$ cat src/design/psr_cfg.svh
// Purpose: constants for the port strap loader and pin role block
// Assumes: single 100 MHz core clock
// Notes: strap sample delay counted in core cycles
`ifndef PSR_CFG_SVH
`define PSR_CFG_SVH
// ****************************************
// timing
// ****************************************
`define PSR_SETTLE_NS 100
`define PSR_CLK_NS 10
`define PSR_SETTLE_CYC ((`PSR_SETTLE_NS + `PSR_CLK_NS - 1) / `PSR_CLK_NS)
// ****************************************
// strap vector field positions
// ****************************************
`define PSR_B_P1_DPX 0
`define PSR_B_P2_AN 1
`define PSR_B_P2_SPD 2
`define PSR_B_P2_DPX 3
`define PSR_B_P2_FC 4
`define PSR_B_P1_FC 5
`define PSR_B_P1_AN 6
`define PSR_B_P1_SPD 7
`define PSR_STRAP_W 8
// ****************************************
// management modes
// ****************************************
`define PSR_MGMT_SPI 2'h0
`define PSR_MGMT_I2C_CLIENT 2'h1
`define PSR_MGMT_I2C_HOST 2'h2
`define PSR_MGMT_MIIM 2'h3
`endif

$ cat src/design/psr_pkg.sv
// Purpose: types for the port strap loader
// Assumes: constants live in psr_cfg.svh
// Notes: none
package psr_pkg;
  typedef enum logic [1:0] {
    PSR_RESET = 2'h0,
    PSR_SETTLE = 2'h1,
    PSR_RUN = 2'h3
  } psr_state_e;
  typedef struct packed {
    logic an_en;
    logic speed_100;
    logic full_duplex;
    logic force_fc;
  } psr_port_cfg_s;
endpackage : psr_pkg

$ cat src/design/psr_strap_if.sv
// Purpose: carries one port's strap levels to its decoder
// Assumes: levels are synchronous to i_clk
// Notes: none
`timescale 1ns/100ps
interface psr_strap_if;
  logic an_strap;
  logic speed_strap;
  logic duplex_strap;
  logic fc_strap;
  psr_pkg::psr_port_cfg_s cfg;
  modport src (output an_strap, output speed_strap, output duplex_strap, output fc_strap,
    input cfg);
  modport dec (input an_strap, input speed_strap, input duplex_strap, input fc_strap,
    output cfg);
endinterface : psr_strap_if

$ cat src/design/psr_port_decode.sv
// Purpose: turns one port's strap levels into its configuration
// Assumes: strap high means pull-up
// Notes: purely combinational
`timescale 1ns/100ps
module psr_port_decode (
  psr_strap_if.dec s
);
  // ****************************************
  // decode
  // ****************************************
  // speed strap only matters when autoneg is off; duplex is fallback or forced
  always_comb begin
    s.cfg.an_en = s.an_strap;
    s.cfg.speed_100 = s.speed_strap;
    s.cfg.full_duplex = s.duplex_strap;
    s.cfg.force_fc = s.fc_strap;
  end
endmodule : psr_port_decode

$ cat src/design/psr_strap_pins.sv
// Purpose: strap capture and pin role control for the port 3 receive pins
// Assumes: pin inputs synchronous to i_clk; strap pins sensed through io inputs
// Notes: straps latched once after reset release, then pins take signal roles
// Notes on behaviour
// - port 1 duplex strap: high full, low half, fallback or forced
// - receive bit three strap high enables port 2 autoneg
// - port 2 speed strap forces 100 or 10 when autoneg off
// - port 2 duplex strap: high full, low half, fallback or forced
// - port 2 pause strap high forces flow control, low follows autoneg
// - serial read pin strap high forces port 1 flow control
// - host_irq_n low whenever an enabled link-loss status bit is set
// - receive clock pin output in PHY MII mode without the RMII variant, input in MAC mode or the RMII variant
// - management clock input except in I2C host mode
// - management data input in SPI, two-way otherwise
// - serial read data driven on its pin in SPI client mode
// - RMII variant drives reference clock on receive bit three pin
// - valid plus four bits in MII; in RMII bits zero and one carry data, bit two idles low, bit three the reference clock
// - collision and carrier sense driven toward the MAC
// - port 1 autoneg strap high enables, low disables
// - port 1 speed strap forces 100 or 10 when autoneg off
`timescale 1ns/100ps
`include "psr_cfg.svh"
module psr_strap_pins #(
  parameter int SETTLE_CYC = `PSR_SETTLE_CYC
) (
  // clock, reset, enable
  input wire logic i_clk,
  input wire logic i_rst,
  input wire logic i_ce,
  // mode selection
  input wire logic i_rmii_variant,
  input wire logic i_phy_mii_mode,
  input wire logic [1:0] i_mgmt_mode,
  // pin levels sensed during strap
  input wire logic i_p3_rx_valid_pin,
  input wire logic [3:0] i_p3_rx_bits_pin,
  input wire logic i_serial_read_out_pin,
  input wire logic i_first_port_autoneg_strap,
  input wire logic i_first_port_speed_strap,
  // core receive side toward port 3
  input wire logic i_core_rx_valid,
  input wire logic [3:0] i_core_rx_bits,
  input wire logic i_core_rx_clock,
  input wire logic i_core_collision,
  input wire logic i_core_carrier_sense,
  input wire logic i_ref_clock,
  // management core signals
  input wire logic i_serial_read_data,
  input wire logic i_spi_select_n,
  input wire logic i_i2c_host_clock,
  input wire logic i_mgmt_data_out,
  input wire logic i_mgmt_data_oe,
  // link-loss status and enable
  input wire logic [1:0] i_link_loss_status,
  input wire logic [1:0] i_link_loss_enable,
  // port 3 receive pins
  output logic o_p3_rx_valid,
  output logic o_p3_rx_valid_oe,
  output logic [3:0] o_p3_rx_bits,
  output logic [3:0] o_p3_rx_bits_oe,
  output logic o_p3_rx_clock,
  output logic o_p3_rx_clock_oe,
  output logic o_p3_collision,
  output logic o_p3_carrier_sense,
  // management pins
  output logic o_mgmt_clock,
  output logic o_mgmt_clock_oe,
  output logic o_mgmt_data,
  output logic o_mgmt_data_oe,
  output logic o_serial_read_out,
  output logic o_serial_read_out_oe,
  // host interrupt
  output logic o_host_irq_n,
  // captured configuration
  output logic o_cfg_valid,
  output psr_pkg::psr_port_cfg_s o_port1_cfg,
  output psr_pkg::psr_port_cfg_s o_port2_cfg
);
  // refuse settle counts that the 16-bit counter cannot serve
  if (SETTLE_CYC < 1 || SETTLE_CYC > 65535) begin : g_bad_settle
    $error("SETTLE_CYC out of range");
  end

  psr_pkg::psr_state_e state_r;
  logic [15:0] cnt_r;
  logic [`PSR_STRAP_W-1:0] strap_r;
  logic run;
  psr_strap_if p1_if ();
  psr_strap_if p2_if ();

  assign run = (state_r == psr_pkg::PSR_RUN);

  // ****************************************
  // strap capture sequence
  // ****************************************
  // settle after release, latch once, then drive pins in their roles
  always_ff @(posedge i_clk or posedge i_rst) begin
    if (i_rst) begin
      state_r <= psr_pkg::PSR_RESET;
      cnt_r <= 16'h0000;
    end else if (i_ce) begin
      unique case (state_r)
        psr_pkg::PSR_RESET: begin
          state_r <= psr_pkg::PSR_SETTLE;
          cnt_r <= 16'h0000;
        end
        psr_pkg::PSR_SETTLE: begin
          if (cnt_r == 16'(SETTLE_CYC - 1)) state_r <= psr_pkg::PSR_RUN;
          cnt_r <= cnt_r + 16'h0001;
        end
        psr_pkg::PSR_RUN: state_r <= psr_pkg::PSR_RUN;
        default: state_r <= psr_pkg::PSR_RESET;
      endcase
    end
  end

  // sample strap levels at the last settle cycle only
  always_ff @(posedge i_clk or posedge i_rst) begin
    if (i_rst) begin
      strap_r <= '0;
    end else if (i_ce && state_r == psr_pkg::PSR_SETTLE && cnt_r == 16'(SETTLE_CYC - 1)) begin
      strap_r[`PSR_B_P1_DPX] <= i_p3_rx_valid_pin;
      strap_r[`PSR_B_P2_AN] <= i_p3_rx_bits_pin[3];
      strap_r[`PSR_B_P2_SPD] <= i_p3_rx_bits_pin[2];
      strap_r[`PSR_B_P2_DPX] <= i_p3_rx_bits_pin[1];
      strap_r[`PSR_B_P2_FC] <= i_p3_rx_bits_pin[0];
      strap_r[`PSR_B_P1_FC] <= i_serial_read_out_pin;
      strap_r[`PSR_B_P1_AN] <= i_first_port_autoneg_strap;
      strap_r[`PSR_B_P1_SPD] <= i_first_port_speed_strap;
    end
  end

  // ****************************************
  // per-port decode
  // ****************************************
  assign p1_if.an_strap = strap_r[`PSR_B_P1_AN];
  assign p1_if.speed_strap = strap_r[`PSR_B_P1_SPD];
  assign p1_if.duplex_strap = strap_r[`PSR_B_P1_DPX];
  assign p1_if.fc_strap = strap_r[`PSR_B_P1_FC];
  assign p2_if.an_strap = strap_r[`PSR_B_P2_AN];
  assign p2_if.speed_strap = strap_r[`PSR_B_P2_SPD];
  assign p2_if.duplex_strap = strap_r[`PSR_B_P2_DPX];
  assign p2_if.fc_strap = strap_r[`PSR_B_P2_FC];

  psr_port_decode u_p1 (.s(p1_if));
  psr_port_decode u_p2 (.s(p2_if));

  // registered configuration outputs
  always_ff @(posedge i_clk or posedge i_rst) begin
    if (i_rst) begin
      o_cfg_valid <= 1'b0;
      o_port1_cfg <= '0;
      o_port2_cfg <= '0;
    end else if (i_ce) begin
      o_cfg_valid <= run;
      o_port1_cfg <= p1_if.cfg;
      o_port2_cfg <= p2_if.cfg;
    end
  end

  // ****************************************
  // port 3 receive pins
  // ****************************************
  // pins stay released until straps are latched
  always_ff @(posedge i_clk or posedge i_rst) begin
    if (i_rst) begin
      o_p3_rx_valid <= 1'b0;
      o_p3_rx_valid_oe <= 1'b0;
      o_p3_rx_bits <= 4'h0;
      o_p3_rx_bits_oe <= 4'h0;
      o_p3_collision <= 1'b0;
      o_p3_carrier_sense <= 1'b0;
    end else if (i_ce) begin
      o_p3_rx_valid <= run & i_core_rx_valid;
      o_p3_rx_valid_oe <= run;
      o_p3_collision <= run & i_core_collision;
      o_p3_carrier_sense <= run & i_core_carrier_sense;
      if (i_rmii_variant) begin
        // bit three becomes the reference clock, bit two idles low
        o_p3_rx_bits <= {i_ref_clock, 1'b0, i_core_rx_bits[1:0]};
        o_p3_rx_bits_oe <= {4{run}};
      end else begin
        o_p3_rx_bits <= i_core_rx_bits;
        o_p3_rx_bits_oe <= {4{run}};
      end
    end
  end

  // receive clock direction depends on MII role
  always_ff @(posedge i_clk or posedge i_rst) begin
    if (i_rst) begin
      o_p3_rx_clock <= 1'b0;
      o_p3_rx_clock_oe <= 1'b0;
    end else if (i_ce) begin
      o_p3_rx_clock <= i_core_rx_clock;
      o_p3_rx_clock_oe <= run & i_phy_mii_mode & ~i_rmii_variant;
    end
  end

  // ****************************************
  // management pins
  // ****************************************
  always_ff @(posedge i_clk or posedge i_rst) begin
    if (i_rst) begin
      o_mgmt_clock <= 1'b0;
      o_mgmt_clock_oe <= 1'b0;
      o_mgmt_data <= 1'b0;
      o_mgmt_data_oe <= 1'b0;
      o_serial_read_out <= 1'b0;
      o_serial_read_out_oe <= 1'b0;
    end else if (i_ce) begin
      o_mgmt_clock <= i_i2c_host_clock;
      o_mgmt_clock_oe <= run & (i_mgmt_mode == `PSR_MGMT_I2C_HOST);
      // open-drain style: drive only low, pull-up supplies high
      o_mgmt_data <= 1'b0;
      o_mgmt_data_oe <= run & (i_mgmt_mode != `PSR_MGMT_SPI)
        & i_mgmt_data_oe & ~i_mgmt_data_out;
      o_serial_read_out <= i_serial_read_data;
      o_serial_read_out_oe <= run & (i_mgmt_mode == `PSR_MGMT_SPI)
        & ~i_spi_select_n;
    end
  end

  // ****************************************
  // host interrupt
  // ****************************************
  always_ff @(posedge i_clk or posedge i_rst) begin
    if (i_rst) begin
      o_host_irq_n <= 1'b1;
    end else if (i_ce) begin
      o_host_irq_n <= ~|(i_link_loss_status & i_link_loss_enable);
    end
  end
endmodule : psr_strap_pins

$ cat config.mk
export PLATFORM = sky130hd
export DESIGN_NAME = psr_strap_pins
export DESIGN_NICKNAME = d
export VERILOG_FILES = /design/src/design/psr_pkg.sv /design/src/design/psr_strap_if.sv /design/src/design/psr_port_decode.sv /design/src/design/psr_strap_pins.sv
export VERILOG_INCLUDE_DIRS = /design/src /design/src/design
export SDC_FILE = /design/constraint.sdc
export NUM_CORES = 1
export LEC_CHECK = 0
export ABC_AREA = 1
export BUFFER_PORTS_ARGS = -buffer_cell sky130_fd_sc_hd__buf_2
export CORE_AREA = 2 2 82 84
export DETAILED_ROUTE_END_ITERATION = 16
export DIE_AREA = 0 0 84 86
export PLACE_DENSITY = 0.65
export SLEW_MARGIN = 20
export SYNTH_ARGS = -nofsm -noshare
export SYNTH_HDL_FRONTEND = slang
export SYNTH_SLANG_ARGS = --single-unit
$ cat constraint.sdc
create_clock -name i_clk -period 2.4 [get_ports i_clk]
set_input_delay 0.24 -clock i_clk [delete_from_list [all_inputs] [get_ports i_clk]]
set_output_delay 0.24 -clock i_clk [all_outputs]
set_load 0.01 [all_outputs]
# After elaboration in Yosys (flattened, before gate mapping)
# Index checks and enable logic that the tools add are counted.
classes:
  addsub: 1
  bitwise: 15
  n_reduce_logical: 10
  n_eq_ne: 5
  mux: 4
op_table:
  columns: ["op", "n"]
  rows:
  - ["16-bit one-hot mux with 2 select lines", 1]
  - ["16-bit by 1-bit adder with 16-bit output, second input constant", 1]
  - ["16-bit by 4-bit == test with 1-bit output, second input constant", 1]
  - ["1-bit bitwise AND", 11]
  - ["2-bit one-hot mux with 3 select lines", 1]
  - ["2-bit == test, second input constant", 2]
  - ["2-bit zero test", 2]
  - ["4-bit two-way mux", 1]
  - ["2-bit AND reduction", 2]
  - ["2-bit nonzero test", 2]
  - ["1-bit inverter", 3]
  - ["2-bit bitwise AND", 1]
  - ["2-bit by 1-bit == test with 1-bit output, second input constant", 1]
  - ["1-bit logical AND", 2]
  - ["2-bit two-way mux", 1]
  - ["2-bit by 1-bit inequality test with 1-bit output, second input constant", 1]
  - ["2-bit OR reduction", 1]
  - ["1-bit zero test", 1]
totals:
  elab_cells: 60
  input_bits: 33
  regBits: 51

# Longest topological paths before layout
depth:
  depth_word: 4
  ltp_mapped: 9

# Cells and area by module
# From an unflattened synthesis, not the netlist that was laid out.
hier_totals:
  hier_cells: 306
  hier_area_um2: 2532.4
by_module_without_submodules:
  columns: ["module", "cells_each", "area_each_um2", "n_inst"]
  rows:
  - ["psr_strap_pins", 298, 2472.4, 1]
  - ["psr_port_decode", 4, 30.0, 2]

# Worst setup path before layout
# Ideal clock, no wire load.
synth_path:
  path_kind: "register to register"
  start: "register cnt_r[1]"
  end: "register strap_r[0]"
  path_stages_with_launch: 9
  path_slack_ns: 1.038
  setup_time_ns: 0.117
  period_less_slack_ns: 1.362
  arrival_ns: 1.245
  path_buffers: 1
  cell_sequence: "dfrtp_1 -> inv_1 -> ha_1 -> nand3_1 -> nor2_1 -> nand3_4 -> buf_6 -> nand2_2 -> o21ai_2"
synth_between:
  elab_chain_len: 2
synth_lines:
  columns: ["element", "line_no", "source"]
  rows:
  - ["start: declaration", "psr_strap_pins.sv:85", "logic [15:0] cnt_r;"]
  - ["start signal: assignment", "psr_strap_pins.sv:109", "cnt_r <= cnt_r + 16'h0001;"]
  - ["16-bit by 4-bit == test with 1-bit output", "psr_strap_pins.sv:121", "end else if (i_ce && state_r == psr_pkg::PSR_SETTLE && cnt_r == 16'(SETTLE_CYC - 1)) begin"]
  - ["1-bit logical AND", "psr_strap_pins.sv:121", null]
  - ["end signal: indexed assignment", "psr_strap_pins.sv:122", "strap_r[`PSR_B_P1_DPX] <= i_p3_rx_valid_pin;"]
  - ["end signal: indexed assignment", "psr_strap_pins.sv:123", "strap_r[`PSR_B_P2_AN] <= i_p3_rx_bits_pin[3];"]
  - ["end signal: indexed assignment", "psr_strap_pins.sv:124", "strap_r[`PSR_B_P2_SPD] <= i_p3_rx_bits_pin[2];"]
  - ["end: declaration", "psr_strap_pins.sv:86", "logic [`PSR_STRAP_W-1:0] strap_r;"]
# Every way passes these cells.
# A chain may end at the register's enable or synchronous reset.

# Worst setup path after layout
layout_path:
  start: "register state_r[1]"
  end: "register strap_r[4]"
layout_between:
  elab_chain_len: 3
layout_lines:
  columns: ["element", "line_no", "source"]
  rows:
  - ["start: declaration", "psr_strap_pins.sv:84", "psr_pkg::psr_state_e state_r;"]
  - ["start signal: assignment", "psr_strap_pins.sv:99", "state_r <= psr_pkg::PSR_RESET;"]
  - ["start signal: assignment", "psr_strap_pins.sv:104", "state_r <= psr_pkg::PSR_SETTLE;"]
  - ["start signal: assignment", "psr_strap_pins.sv:108", "if (cnt_r == 16'(SETTLE_CYC - 1)) state_r <= psr_pkg::PSR_RUN;"]
  - ["2-bit by 1-bit == test with 1-bit output", "psr_strap_pins.sv:121", null]
  - ["1-bit logical AND (2 in series)", "psr_strap_pins.sv:121", null]
# Every way passes these cells.

==> results.md <==
- CTS Root Cell: clkbuf_8
- CP Launch Type: flop
- R2R depth: 6
- Final hold vios: 0
- Fin Setup TNS: 0 ns
- PD cells: 847 nW/um^2
- Overall die width: 84 microns
- MaxCap Viol Count: 0
- Most frequent cells in the layout: nand2_1, buf_2, dfrtp_1
- DPL Wire Length: roughly 3900 microns
- Synth-to-layout area growth: 18.2%
- Worst Path Class, Setup: flop to flop
- Grt ovf: 0
- Post-synth top flop: dfrtp_1
- First-pass GRT wire length: roughly 9000 microns
- 1st-pass router iterations: 4
- DRC: 0
- Die footprint: 7220 sq um
- Initial antenna violation count: 0
- Initial Util: 0.391
- Avg WL per Cell: 11.8 microns
- Worst-path maximum fanout: 16
- Largest net degree at the start of global routing: 32
- Unrepaired setup endpoints after global routing: no
- Netlist cell types: 28
- Worst r2r src: state_r[1]
- Sequential-to-total area share from yosys stat: 0.510
- Final ANT Viol Nets: 0
- Number of synthesized flops with an enable pin: 0
- Clock Pin Slew Worst Setup and Hold Paths: around 0.09 ns
- Hold WS: about 0.015 ns
- CTS Hold Buffers Added: 0
- Worst setup path startpoint: state_r[1]
- GRT Overall Usage: 0.153
- Leak pwr: approximately 1.5 nW
- Vias in the first global route: 2081
- Via count: around 2.1k
- Total CTS buffers: 5
- CTS sink count: 50
- Setup Skew: 0.00498 ns
- DRT Wirelength: 5190 microns
- Final cycle utilization of the critical path: 0.670
- Utilization after layout: 0.463
- Maximum clock rate: 0.622 GHz
- Status: completed
- Post-cts gate resize count: 0
- Layout cells sized above 1: 0.246
- Die H: 86 microns
- FFs w/ async S/R, synth: 1.00
- CTS tree: built
- Reg2reg end: strap_r[4]
- Vias/cell: 4.78
- Clk buf depth: 2
- Synth warn: 0
- Most common cell after layout, fill and taps aside: nand2_1
- Maximum VDD drop: 0.000492 V
- Nets: just under 400
- Tightest Pin Transition: 0.632 ns
- Data arrival time at the worst-slack endpoint: roughly 1.8 ns
- Clock insertion delay at the later pin of the skew report: around 0.30 ns
- Final min period: 1.61 ns
- R2R setup slack: 0.79 ns
- # IOs: 63
- Cell Area, Synth: 2460 sq um
- Syn_nets: 338
- Port bufs: about 60
- First DRT Iteration DRCs: 159
- Row count: 29
- HP Class: input pin to asynchronous set/reset pin
- Crit path to: strap_r[4]
- Total core area: ~6300 sq um
- Rel. slew slack: 0.578
- Syn avg cell area: between 8 and 9 sq um
- WP data required: 2.59 ns
- Setup Buffers After CTS: 0
- Gpl congestion: between 0.8 and 0.9
- Final setup vio count: 0
- Max Slew Vio Count: 0
- Yosys reg bits: 50
- Crit end category: flop
- Synthesized instance count: 303
- # diodes: 0
- H-tree Lvls: 2
-- report_power, final --
group          switching, mW  leakage (nW)  internal [mW]
Clock                  0.270        0.0514          0.311
Sequential             0.164         0.651           1.04
Combinational          0.398         0.837          0.275
-- worst min-delay path by stage --
stage                     depth (start not counted)           start                    to
after floorplan                                   1  i_spi_select_n  o_serial_read_out_oe
after global placement                            2           i_rst            strap_r[5]
after detailed placement                          2           i_rst            strap_r[6]
after CTS                                         2           i_rst            strap_r[3]
after global routing                              2           i_rst            strap_r[3]
final                                             2           i_rst            strap_r[3]
-- synth_stat cells, types with 2 or more instances --
cell type / n / area share
nand2_1: 100 / 0.15
dfrtp_1: 49 / 0.50
inv_1: 36 / 0.055
nor2_1: 25 / 0.038
nand3_1: 22 / 0.045
o21ai_0: 16 / 0.033
a21oi_1: 10 / 0.020
buf_4: 8 / 0.024
o21ai_2: 8 / 0.029
o22ai_1: 4 / 0.010
clkbuf_1: 3 / 0.0046
ha_1: 2 / 0.010
inv_4: 2 / 0.0051
nand2_2: 2 / 0.0051
nor2_8: 2 / 0.016
o31ai_1: 2 / 0.0061
-- through the flow --
step | cell area [sq um] | setup slack, ns | power [mW] | instances
4_1_cts | 2900 | 0.762 | 2.49 | 439
5_1_grt | 2900 | 0.658 | 2.65 | 439
3_5_place_dp | 2790 | 0.759 | 1.91 | 431
3_3_place_gp | 2790 | 0.820 | 1.88 | 431
6_report | 2900 | 0.791 | 2.46 | 439
2_1_floorplan | 2460 | 0.960 | 1.69 | 303
-- worst max-delay path: stages, from the launching register on --
cell	delay [ns]
dfrtp_1	0.46
nor2_8	0.23
inv_4	0.10
nor2_8	0.23
nand3_4	0.25
nand2_1	0.16
o21ai_2	0.06
-- per-layer routing --
layer,vias up,GRT usage,part of all wire
met1,973,0.195,0.47
met4,0,0.0557,0.019
li1,1059,-,-
met2,59,0.260,0.46
met3,9,0.0298,0.045
met5,-,0,0
-- flip-flops by register name, summed over array words and instances, names as in the netlist, 2 cells and up --
signal and cells:
cnt_r 16, o_p3_rx_bits 4, o_port2_cfg 4, state_r 2
strap_r 8, o_port1_cfg 4
-- cells by family (layout without fill, tap and decap cells) --
logic type,Yosys count,in the layout,share of synthesized area
compound gates,42,42,0.104
xor+xnor,1,1,0.00356
fa+ha+maj,2,2,0.0102
buf+inv,51,110,0.0957
flops,50,50,0.510
other cells,1,1,0.00153
simple gates,156,156,0.275
-- layout make-up --
type,instances,area [sq um]
well taps,77,96.3
flip-flops and latches,50,1250
multi-input cells,202,970
clock inverters,2,37.5
inverters,38,148
repair buffers,64,328
clock buffers,6,72.6
fillers,609,3370
Note: power is estimated with default switching activity, not from simulation.
